### config.mk
export PLATFORM = sky130hd
export DESIGN_NAME = iobfi_core
export DESIGN_NICKNAME = d
export VERILOG_FILES = /design/src/core/iobfi_pkg.sv /design/src/core/iobfi_core.sv
export SDC_FILE = /design/constraint.sdc
export NUM_CORES = 1
export LEC_CHECK = 0
export BUFFER_PORTS_ARGS = -buffer_cell sky130_fd_sc_hd__buf_2
export CORE_MARGIN = 3
export CORE_UTILIZATION = 40
export CTS_CLUSTER_DIAMETER = 120
export DETAILED_ROUTE_END_ITERATION = 7
export PLACE_DENSITY_LB_ADDON = 0.25
export SYNTH_ARGS = -nofsm -noshare
export SYNTH_HDL_FRONTEND = slang
export SYNTH_SLANG_ARGS = --single-unit
### constraint.sdc
create_clock -name clk_sys -period 3.1 [get_ports clk_sys]
set_input_delay 0.31 -clock clk_sys [delete_from_list [all_inputs] [get_ports clk_sys]]
set_output_delay 0.31 -clock clk_sys [all_outputs]
set_load 0.005 [all_outputs]
### src/core/iobfi_pkg.sv
package iobfi_pkg;

   // widths
   localparam int EA_W = 32;
   localparam int DATA_W = 32;
   localparam int RADDR_W = 4;
   localparam int NBUF = 16;
   localparam int BUF_W = 4;
   localparam int ST_W = 4;
   localparam int CTRL_W = 2;

   // software register offsets (byte addresses)
   localparam logic [RADDR_W-1:0] REG_CTRL = 4'h0;
   localparam logic [RADDR_W-1:0] REG_STATUS = 4'h4;
   localparam logic [RADDR_W-1:0] REG_MASK = 4'h8;
   localparam logic [RADDR_W-1:0] REG_BUFST = 4'hc;

   // control register fields and reset value
   localparam int CTRL_BUFFERED = 0;
   localparam int CTRL_DUAL = 1;
   localparam logic [CTRL_W-1:0] CTRL_RST = 2'h0;

   // status / mask fields and reset values
   localparam int ST_REJECT = 0;
   localparam int ST_DSI = 1;
   localparam int ST_FLUSH = 2;
   localparam int ST_NEXTALL = 3;
   localparam logic [ST_W-1:0] STATUS_RST = 4'h0;
   localparam logic [ST_W-1:0] MASK_RST = 4'h0;

   // effective address fields, bit 0 is the lsb of the address
   localparam int EA_BUF_HI = 19;
   localparam int EA_BUF_LO = 16;
   localparam int EA_OP_HI = 7;
   localparam int EA_OP_LO = 0;
   localparam logic [7:0] CMD_FLUSH = 8'h01;
   localparam logic [7:0] CMD_INVAL = 8'h02;
   localparam logic [7:0] CMD_NEXT = 8'h03;

   // buffer control word 8 layout
   localparam int BCR8_D = 31;
   localparam int BCR8_B = 30;
   localparam int BCR8_I = 29;
   localparam int BCR8_N = 28;
   localparam logic [DATA_W-1:0] INVAL_DATA = 32'h2000_0000;

   // per-buffer flag reset values
   localparam logic [NBUF-1:0] FLAGS_RST = 16'h0000;
   localparam logic [NBUF-1:0] INVAL_RST = 16'hffff;

   typedef enum logic {
      IOBFI_IDLE = 1'b0,
      IOBFI_WB = 1'b1
   } iobfi_state_t;

endpackage

### src/core/iobfi_core.sv
// Summary of operation
// - flush is a store; address bits 16..19 select the channel buffer
// - flush writes the buffer back to memory only when it is dirty
// - while write-back runs the block is busy and takes no command
// - after flush clear dirty, busy and next flags, set invalidate flag
// - buffered: flush store data ignored, flush load raises storage interrupt
// - unbuffered: flush store is nop, load returns zeroes without interrupt
// - invalidate forces refetch; bus-master ops also reload control word 4
// - invalidate load returns buffer state bits and changes nothing
// - unbuffered: invalidate store is nop, load returns zeroes
// - privilege key one rejects command, interrupt, invalid-op status
// - next-buffer invalidate clears the next flag, dropping prefetched data
// - prefetch ahead of a bus master only with dual buffering
// - next invalidate is full-word store of zero; load raises interrupt
// - next invalidate interrupts when unbuffered or without dual buffers
// - buffered dual: on internal error drop next buffers of all 16
`timescale 1ns/100ps
module iobfi_core (
   // clock and reset
   input wire logic clk_sys,
   input wire logic rst,
   // processor command port
   input wire logic cmd_valid,
   input wire logic cmd_store,
   input wire logic [iobfi_pkg::EA_W-1:0] cmd_ea,
   input wire logic [iobfi_pkg::DATA_W-1:0] cmd_wdata,
   input wire logic cmd_priv_key,
   input wire logic next_err,
   output logic busy_ff,
   output logic rsp_valid_ff,
   output logic rsp_dsi_ff,
   output logic [iobfi_pkg::DATA_W-1:0] rsp_rdata_ff,
   output logic inv_op_ff,
   // memory write-back port
   output logic wb_req_ff,
   output logic [iobfi_pkg::BUF_W-1:0] wb_idx_ff,
   input wire logic wb_done,
   // buffer events from the data path
   input wire logic fill_valid,
   input wire logic fill_dirty,
   input wire logic [iobfi_pkg::BUF_W-1:0] fill_idx,
   input wire logic prefetch_valid,
   input wire logic [iobfi_pkg::BUF_W-1:0] prefetch_idx,
   input wire logic op_start,
   input wire logic op_is_bm,
   input wire logic [iobfi_pkg::BUF_W-1:0] op_idx,
   output logic refetch_ff,
   output logic reload_bcr4_ff,
   output logic [iobfi_pkg::BUF_W-1:0] refetch_idx_ff,
   output logic [iobfi_pkg::NBUF-1:0] next_flags_ff,
   // software register port
   input wire logic [iobfi_pkg::RADDR_W-1:0] reg_addr,
   input wire logic [iobfi_pkg::DATA_W-1:0] reg_wdata,
   input wire logic reg_wr,
   input wire logic reg_rd,
   output logic [iobfi_pkg::DATA_W-1:0] reg_rdata_ff,
   // interrupt
   output logic irq_ff
);
   import iobfi_pkg::*;

   // one-hot select of a buffer number
   function automatic logic [NBUF-1:0] onehot(input logic [BUF_W-1:0] idx);
      logic [NBUF-1:0] m;
      m = '0;
      m[idx] = 1'b1;
      return m;
   endfunction

   // control word 8 image of one buffer
   function automatic logic [DATA_W-1:0] buf_word(
      input logic d, input logic b, input logic i, input logic n);
      logic [DATA_W-1:0] w;
      w = '0;
      w[BCR8_D] = d;
      w[BCR8_B] = b;
      w[BCR8_I] = i;
      w[BCR8_N] = n;
      return w;
   endfunction

   iobfi_state_t state_ff, nxt_state;
   logic [NBUF-1:0] d_ff, b_ff, i_ff;
   logic [NBUF-1:0] nxt_d, nxt_b, nxt_i, nxt_n;
   logic [CTRL_W-1:0] ctrl_ff;
   logic [ST_W-1:0] status_ff, mask_ff, nxt_status;

   // command decode
   wire cmd_go = cmd_valid && !busy_ff;
   wire [BUF_W-1:0] cmd_buf = cmd_ea[EA_BUF_HI:EA_BUF_LO];
   wire [7:0] cmd_op = cmd_ea[EA_OP_HI:EA_OP_LO];
   wire is_flush = (cmd_op == CMD_FLUSH);
   wire is_inval = (cmd_op == CMD_INVAL);
   wire is_next = (cmd_op == CMD_NEXT);
   wire is_ours = is_flush || is_inval || is_next;
   wire buffered = ctrl_ff[CTRL_BUFFERED];
   wire dual = ctrl_ff[CTRL_DUAL];

   // privilege gate sits in front of every action
   wire priv_bad = cmd_go && is_ours && cmd_priv_key;
   wire ok = cmd_go && is_ours && !cmd_priv_key;

   // flush: store data is never looked at
   wire flush_st = ok && is_flush && cmd_store && buffered;
   wire flush_dirty = flush_st && d_ff[cmd_buf];
   wire flush_now = flush_st && !d_ff[cmd_buf];
   wire flush_ld = ok && is_flush && !cmd_store && buffered;
   wire wb_finish = (state_ff == IOBFI_WB) && wb_done;

   // invalidate: data is assumed to be the invalidate-only word
   wire inval_st = ok && is_inval && cmd_store && buffered;
   wire inval_ld = ok && is_inval && !cmd_store && buffered;

   // next-buffer invalidate
   wire next_ok = ok && is_next && cmd_store && buffered && dual;
   wire next_all = next_ok && next_err;
   wire next_bad = ok && is_next && (!cmd_store || !buffered || !dual);

   // storage interrupt causes
   wire dsi_cmd = priv_bad || flush_ld || next_bad;

   // answer now, or when write-back ends
   wire rsp_now = (cmd_go && is_ours && !flush_dirty) || wb_finish;

   // load data: only a buffered invalidate load returns state
   wire [DATA_W-1:0] load_word = inval_ld ?
      buf_word(d_ff[cmd_buf], b_ff[cmd_buf], i_ff[cmd_buf],
               next_flags_ff[cmd_buf]) : '0;

   // flag masks
   wire [BUF_W-1:0] clr_idx = wb_finish ? wb_idx_ff : cmd_buf;
   wire [NBUF-1:0] flush_m =
      (wb_finish || flush_now) ? onehot(clr_idx) : '0;
   wire [NBUF-1:0] inval_m = inval_st ? onehot(cmd_buf) : '0;
   wire [NBUF-1:0] next_m =
      (next_ok && !next_err) ? onehot(cmd_buf) : '0;
   wire [NBUF-1:0] fill_m = fill_valid ? onehot(fill_idx) : '0;
   wire [NBUF-1:0] dirty_m = (fill_valid && fill_dirty) ?
      onehot(fill_idx) : '0;
   // read-ahead only exists with the dual option
   wire pref_ok = prefetch_valid && buffered && dual;
   wire [NBUF-1:0] pref_m = pref_ok ? onehot(prefetch_idx) : '0;
   wire op_refetch = op_start && i_ff[op_idx];
   wire [NBUF-1:0] op_m = op_refetch ? onehot(op_idx) : '0;

   // register port decode
   wire wr_ctrl = reg_wr && (reg_addr == REG_CTRL);
   wire wr_status = reg_wr && (reg_addr == REG_STATUS);
   wire wr_mask = reg_wr && (reg_addr == REG_MASK);
   wire [ST_W-1:0] w1c = wr_status ? reg_wdata[ST_W-1:0] : '0;
   wire [ST_W-1:0] ev;
   assign ev[ST_REJECT] = priv_bad;
   assign ev[ST_DSI] = dsi_cmd;
   assign ev[ST_FLUSH] = wb_finish || flush_now;
   assign ev[ST_NEXTALL] = next_all;

   // read mux; unmapped addresses read zero
   logic [DATA_W-1:0] rd_mux;
   always_comb begin
      if (reg_addr == REG_CTRL) begin
         rd_mux = {{(DATA_W-CTRL_W){1'b0}}, ctrl_ff};
      end else if (reg_addr == REG_STATUS) begin
         rd_mux = {{(DATA_W-ST_W){1'b0}}, status_ff};
      end else if (reg_addr == REG_MASK) begin
         rd_mux = {{(DATA_W-ST_W){1'b0}}, mask_ff};
      end else if (reg_addr == REG_BUFST) begin
         rd_mux = {{(DATA_W-NBUF-1){1'b0}}, busy_ff, d_ff};
      end else begin
         rd_mux = '0;
      end
   end

   // next flag values; hardware sets win over clears, except that an internal-error drop clears every next flag
   always_comb begin
      nxt_d = (d_ff & ~flush_m) | dirty_m;
      nxt_b = (b_ff & ~flush_m) | fill_m;
      nxt_i = (i_ff & ~(op_m | fill_m)) | flush_m | inval_m;
      if (next_all) begin
         nxt_n = '0;
      end else begin
         nxt_n = (next_flags_ff & ~(flush_m | next_m)) | pref_m;
      end
      nxt_status = (status_ff & ~w1c) | ev;
   end

   // write-back sequencer
   always_comb begin
      nxt_state = state_ff;
      case (state_ff)
         IOBFI_IDLE: begin
            if (flush_dirty) begin
               nxt_state = IOBFI_WB;
            end
         end
         IOBFI_WB: begin
            if (wb_done) begin
               nxt_state = IOBFI_IDLE;
            end
         end
         default: nxt_state = IOBFI_IDLE;
      endcase
   end

   // state, busy and write-back request
   always_ff @(posedge clk_sys) begin
      if (rst) begin
         state_ff <= IOBFI_IDLE;
         busy_ff <= 1'b0;
         wb_req_ff <= 1'b0;
         wb_idx_ff <= '0;
      end else begin
         state_ff <= nxt_state;
         busy_ff <= (nxt_state == IOBFI_WB);
         wb_req_ff <= (nxt_state == IOBFI_WB);
         if (flush_dirty) begin
            wb_idx_ff <= cmd_buf;
         end
      end
   end

   // buffer flags
   always_ff @(posedge clk_sys) begin
      if (rst) begin
         d_ff <= FLAGS_RST;
         b_ff <= FLAGS_RST;
         i_ff <= INVAL_RST;
         next_flags_ff <= FLAGS_RST;
      end else begin
         d_ff <= nxt_d;
         b_ff <= nxt_b;
         i_ff <= nxt_i;
         next_flags_ff <= nxt_n;
      end
   end

   // command answer
   always_ff @(posedge clk_sys) begin
      if (rst) begin
         rsp_valid_ff <= 1'b0;
         rsp_dsi_ff <= 1'b0;
         rsp_rdata_ff <= '0;
         inv_op_ff <= 1'b0;
      end else begin
         rsp_valid_ff <= rsp_now;
         rsp_dsi_ff <= dsi_cmd;
         rsp_rdata_ff <= load_word;
         inv_op_ff <= priv_bad;
      end
   end

   // refetch request toward the data path
   always_ff @(posedge clk_sys) begin
      if (rst) begin
         refetch_ff <= 1'b0;
         reload_bcr4_ff <= 1'b0;
         refetch_idx_ff <= '0;
      end else begin
         refetch_ff <= op_refetch;
         reload_bcr4_ff <= op_refetch && op_is_bm;
         refetch_idx_ff <= op_idx;
      end
   end

   // software registers and interrupt
   always_ff @(posedge clk_sys) begin
      if (rst) begin
         ctrl_ff <= CTRL_RST;
         mask_ff <= MASK_RST;
         status_ff <= STATUS_RST;
         reg_rdata_ff <= '0;
         irq_ff <= 1'b0;
      end else begin
         if (wr_ctrl) begin
            ctrl_ff <= reg_wdata[CTRL_W-1:0];
         end
         if (wr_mask) begin
            mask_ff <= reg_wdata[ST_W-1:0];
         end
         status_ff <= nxt_status;
         reg_rdata_ff <= reg_rd ? rd_mux : '0;
         irq_ff <= |(nxt_status & mask_ff);
      end
   end
endmodule

* Yosys cells after proc, flatten, opt, wreduce, memory -nomap -nowiden
Index checks and enable logic that the tools add are counted.
** Word-level totals
- Flip-flop bits (word level) :: 153
- Bits in latches :: 0
- Memory bits (writable) :: 0
- Bits in read-only memories :: 0
- Bits of input ports :: 126
- Output and inout port bits :: 96
- Word-level logic and storage cells :: 158
- Memories kept :: 0
** Cells by class
- Add/sub/neg operators :: 0
- Multipliers :: 0
- Divide/modulo/power cells :: 0
- Magnitude comparators :: 10
- Equality and inequality tests :: 6
- Shift operators :: 0
- Mux-type cells :: 36
- Bitwise gates (word level) :: 22
- Reduce and logical (&&, ||, !) cells :: 62
** Operators by type and width (count)
- 2-to-1 mux 16 bit :: 7
- OR 16 bit :: 7
- AND 16 bit :: 4
- inverter 16 bit :: 3
- logical AND 1 bit :: 38
- < comparator 4 x 5 -> 1 bit, second input constant :: 5
- binary-select mux 1 bit (select 4 bit) :: 5
- demux 1 bit (select 4 bit) :: 5
- >= comparator 4 x 1 -> 1 bit, second input constant :: 5
- 2-to-1 mux 4 bit :: 5
- == test 8 x 2 -> 1 bit, second input constant :: 2
- 2-to-1 mux 1 bit :: 12
- AND 4 bit :: 2
- == test 4 bit, second input constant :: 2
- == test 8 x 1 -> 1 bit, second input constant :: 1
- logical NOT 1 bit :: 8
- logical OR 1 bit :: 8
- OR reduction 2 bit :: 3
- OR reduction 6 bit :: 1
- OR reduction 5 bit :: 1
- == test 4 x 3 -> 1 bit, second input constant :: 1
- logical NOT 4 bit :: 1
- inverter 1 bit :: 4
- inverter 4 bit :: 1
- 5 further kinds :: 5

* Depth between registers and ports, before layout
- Word-level depth :: 15
- Gate-level depth with buffers :: 8
- Mapped depth without buffers :: 5

* Least setup slack after synthesis
Ideal clock, no wire load.
- Kind :: input port to flip-flop
- From :: input cmd_ea[17] in the netlist's numbering
- To :: register next_flags_ff[8] in the netlist's numbering
- Library setup time :: 132 ps
- Arrival time :: 2114 ps
- Required time :: 2968 ps
- Path slack :: 853 ps
- Stages on the path :: 7
- Path buffers :: 2
- Cell sequence :: buf_6 -> mux4_2 -> mux4_2 -> o31a_4 -> buf_6 -> o21ai_2 -> a21oi_1
** Between the ends
- Cells in the longest elaborated chain, start to end :: 10
- Elaborated cells between the ends (all ways) :: 22
- Those cells by class :: order compare (4); mux (9); bitwise (4); reduce/logical (5)
** RTL lines
- start: declaration :: RTL line iobfi_core.sv:25 : input wire logic [iobfi_pkg::EA_W-1:0] cmd_ea,
- 2-to-1 mux 4 bit / binary-select mux 1 bit (select 4 bit) (equally long branches) :: RTL line iobfi_core.sv:131, iobfi_core.sv:106
- < comparator 4 x 5 -> 1 bit (not written as such), or another cell as far along :: RTL line iobfi_core.sv:66 : m[idx] = 1'b1;
- logical AND 1 bit (not written as such) / logical NOT 1 bit (equally long branches) :: RTL line iobfi_core.sv:66, iobfi_core.sv:106
- 2-to-1 mux 1 bit (not written as such) / logical AND 1 bit (equally long branches) :: RTL line iobfi_core.sv:66, iobfi_core.sv:106
- demux 1 bit (select 4 bit) / logical OR 1 bit (equally long branches) :: RTL line iobfi_core.sv:66, iobfi_core.sv:133
- 2-to-1 mux 16 bit :: RTL line iobfi_core.sv:133 : (wb_finish || flush_now) ? onehot(clr_idx) : '0;
- OR 16 bit (*) :: RTL line iobfi_core.sv:181 : nxt_n = (next_flags_ff & ~(flush_m | next_m)) | pref_m;
- inverter 16 bit (*) :: RTL line iobfi_core.sv:181
- AND 16 bit (*) :: RTL line iobfi_core.sv:181
- OR 16 bit (*) :: RTL line iobfi_core.sv:181
- end signal: assignment :: RTL line iobfi_core.sv:232 : next_flags_ff <= nxt_n;
- end: declaration :: RTL line iobfi_core.sv:50 : output logic [iobfi_pkg::NBUF-1:0] next_flags_ff,
Mark *: on every way between the ends. The rest lies on a longest branch, timed or not. The select of a mux whose other input is x is not followed.
A chain may end at the register's enable or synchronous reset.

* Worst setup path in the final report
- From :: register state_ff
- To :: register d_ff[8]
** Between the ends
- Cells in the longest elaborated chain, start to end :: 13
- Elaborated cells between the ends (all ways) :: 20
- Those cells by class :: order compare (2); mux (4); bitwise (3); reduce/logical (11)
** RTL lines
- start: declaration :: RTL line iobfi_core.sv:82 : iobfi_state_t state_ff, nxt_state;
- start signal: assignment :: RTL line iobfi_core.sv:212 : state_ff <= nxt_state;
- parallel branches: the longest is 9 deep, another holds < comparator 4 x 5 -> 1 bit
- 2-to-1 mux 16 bit (*) :: RTL line iobfi_core.sv:133
- inverter 16 bit (*) :: RTL line iobfi_core.sv:175 : nxt_d = (d_ff & ~flush_m) | dirty_m;
- AND 16 bit (*) :: RTL line iobfi_core.sv:175
- OR 16 bit (*) :: RTL line iobfi_core.sv:175
- end signal: assignment :: RTL line iobfi_core.sv:229 : d_ff <= nxt_d;
- end: declaration :: RTL line iobfi_core.sv:83 : logic [NBUF-1:0] d_ff, b_ff, i_ff;
Every way passes the cells marked *.

==> results.py <==
metrics = {
    "power": {
        "irDropWorstVdd_uv": 255,
        "powerDensity_nw_per_um2": 459,
        "p_leak_uw": 0.00256,
    },
    "drt": {
        "antenna_left": 0,
        "drc": 0,
        "wl_per_cell_um": 18.7,
        "drt_pass1_iterations": 6,
        "routed_wl_um": 16200,
        "drt-initial-drc-count": 366,
        "viasPerCell": 5.67,
        "num_vias": 4907,
    },
    "clock_tree": {
        "cts_sinks": 110,
        "cts_setup_buffers": 0,
        "clockBufferDepth": 2,
        "cts_root_buffer": "clkbuf_16",
        "postCtsHoldBufs": 0,
        "ctsHtreeMaxLevel": 3,
        "cts_tree": "done",
        "cts_resized": 0,
        "clkLatencyLatePin_ns": 0.35,
        "cts_made_buffers": 9,
        "clkSlewWorstSetupHoldPaths_ns": 0.07,
    },
    "synth": {
        "synth_ff_type": "dfxtp_1",
        "yosys_warnings": 0,
        "netlist_top_cells_area": "dfxtp_1, mux4_2, buf_4",
        "synth_cell_types": 54,
        "ys_seq_area_share_pct": 38.9,
        "netlist_area_sq_um": 5670,
        "ys_ff_latch": 110,
        "synthCells": 609,
        "synth_top_area_cell": "dfxtp_1",
        "synth_top_area_share_pct": 38.9,
        "postSynth.asyncResetShare_pct": 0,
        "avgSynthCellArea_sq_um": 9.31,
        "synth_edf_count": 0,
    },
    "global_routing": {
        "grt_max_degree": 62,
        "grt_pass1_vias": 4767,
        "grt_usage_pct": 20.1,
        "grt_overflow": 0,
        "grt_pass1_wl_um": 25500,
        "antenna_found_initial": 0,
    },
    "cells_and_area": {
        "fillers": 1269,
        "drive_above_1_share_pct": 24.2,
        "diodes": 0,
        "fin_cells": 865,
        "area_delta_synth_final_pct": 12.7,
        "nets": 810,
    },
    "place": {
        "dp.cells": 849,
        "dp_hpwl_um": 11600,
        "port-buffer-count": 98,
        "globalplace.congestion": 0.913,
        "dp_slack_ns": 0.453,
    },
    "worst_setup_path": {
        "crit_type": "reg2reg",
        "critical_path_required_ns": 3.30,
        "cp.arrival_ns": 2.70,
        "cp-start-kind": "register",
        "end_kind": "register",
        "crit_path_max_fanout": 16,
    },
    "timing": {
        "min_period_ns": 2.50,
        "skew_ns": 0.00974,
        "setup_viol": 0,
        "rsz0062_at_grt": "false",
        "max_freq_mhz": 400,
        "final.setup.worst_slack_ns": 0.600,
        "slew_headroom_pct": 46.9,
        "fin_setup_tns_ns": 0,
        "period_share_pct": 80.6,
        "worst_pin_slew_ns": 0.795,
        "maxSlewViolCount": 0,
        "finalHoldViolCount": 0,
    },
    "floorplanning": {
        "start_util_pct": 41.8,
        "core_area_sq_um": 13600,
        "rows": 42,
        "io_pins": 222,
        "die-area_sq_um": 15600,
        "die_w_um": 125,
        "die_height_um": 125,
    },
    "hold_path": {
        "holdCritPathClass": "in2reg",
    },
    "outcome": {
        "status": "finished clean",
    },
    "run": {
        "maxCapViolCount": 0,
    },
}
==> metrics by stage <==
stage | power, uW | instance area [sq um] | util, % | hold slack, ns
floorplan | 1680 | 5830 | - | 0.436
global placement | 1730 | 6070 | 44.8 | 0.447
detailed placement | 1740 | 6070 | 44.8 | 0.462
CTS | 2950 | 6390 | 47.1 | 0.176
global route | 3040 | 6390 | 47.1 | 0.188
finish | 2930 | 6390 | 47.1 | 0.184
==> per-layer routing <==
layer | track usage (%) | part of all wire (%) | vias up
met1 | 27.0 | 43 | 2352
met2 | 32.4 | 47 | 227
met5 | 0 | 0 | -
met4 | 7.46 | 2.2 | 0
li1 | - | - | 2300
met3 | 3.80 | 7.9 | 28
==> path summary, 6_finish.rpt <==
path / end / startpoint / slack, ns / cells after the start
setup / recovery: d_ff[8]$_SDFF_PP0_ / state_ff$_SDFF_PP0_ / 0.60 / 5
setup reg to reg: d_ff[8]$_SDFF_PP0_ / state_ff$_SDFF_PP0_ / 0.60 / 5
hold reg to reg: mask_ff[2]$_SDFFE_PP0P_ / mask_ff[2]$_SDFFE_PP0P_ / 0.47 / 2
hold / removal: reload_bcr4_ff$_SDFF_PP0_ / op_is_bm / 0.18 / 2
==> synthesized netlist by cell type (all sizes together) (2+ instances only) <==
cell type,instances
o31a,20
o221ai,16
mux4,27
mux2i,6
clkbuf,25
a21oi,55
and4,2
nand3b,5
inv,8
buf,58
dfxtp,110
or2,5
and2,15
or3,5
and4b,2
nor2,23
nor2b,17
nand4,3
nor3b,5
nand2,60
o32ai,2
and3b,4
a31oi,4
a211oi,3
nor3,5
nand2b,9
nor4b,2
and3,3
o21ai,68
a21o,16
o31ai,2
nand4b,2
nand3,9
==> registers in the layout, summed over array words and instances, names as in the netlist, 2 cells and up <==
name and flops:
reg_rdata_ff 17, ctrl_ff 2, i_ff 16, next_flags_ff 16
d_ff 16, refetch_idx_ff 4, rsp_rdata_ff 4, status_ff 4
wb_idx_ff 4, mask_ff 4, b_ff 16
==> layout by cell type (no fill, tap or decap), types with 3 or more instances in the layout <==
cell type / count
a211oi_1: 3
nand2_1: 60
nor2b_1: 17
o21ai_1: 20
or3_1: 5
and3_1: 3
o221ai_2: 5
nand3b_1: 5
a21o_1: 16
nor3b_1: 5
nor2_1: 23
nand4_1: 3
and3b_1: 4
and2_1: 15
o31a_4: 4
buf_4: 7
dfxtp_1: 110
conb_1: 43
nor3_1: 5
nand2b_1: 9
mux2i_1: 6
buf_2: 98
mux4_2: 25
a31oi_1: 4
or2_2: 5
clkbuf_16: 9
inv_1: 8
nand3_1: 9
o21ai_2: 4
a21oi_1: 55
o31a_1: 16
o221ai_1: 11
o21ai_0: 44
==> critical path: stages, from the launching register on <==
cell and delay (ns):
dfxtp_1 0.36, nor4b_1 0.60, nand4b_1 0.48, o31a_4 0.61
o21ai_0 0.21, a21oi_1 0.09
==> area by class of cell <==
cell class	count	area, sq um	share of cell area, %
Clock buffer	11	253	3.96
Clock inverter	5	65.1	1.02
Inverter	8	30.0	0.470
Multi-Input combinational cell	450	3070	48.1
Sequential cell	110	2200	34.5
Tap cell	176	220	3.45
Timing Repair Buffer	105	543	8.50
==> cells by family (layout without fill, tap and decap cells) <==
logic type,after synthesis,after routing,share of synthesized area [%]
buf+inv,91,129,9.69
compound gates,192,192,22.3
simple gates,181,181,17.0
other cells,1,43,0.0662
flops,110,110,38.9
mux,34,34,12.1
==> report_power, final <==
| group | total (uW) | switching (uW) | internal [uW] |
|---|---|---|---|
| sequential | 1450 | 12.8 | 1430 |
| clock | 1220 | 544 | 680 |
| combinational | 263 | 170 | 93.2 |
| total | 2930 | 727 | 2210 |
No activity file was read; power rests on OpenSTA's default activity.
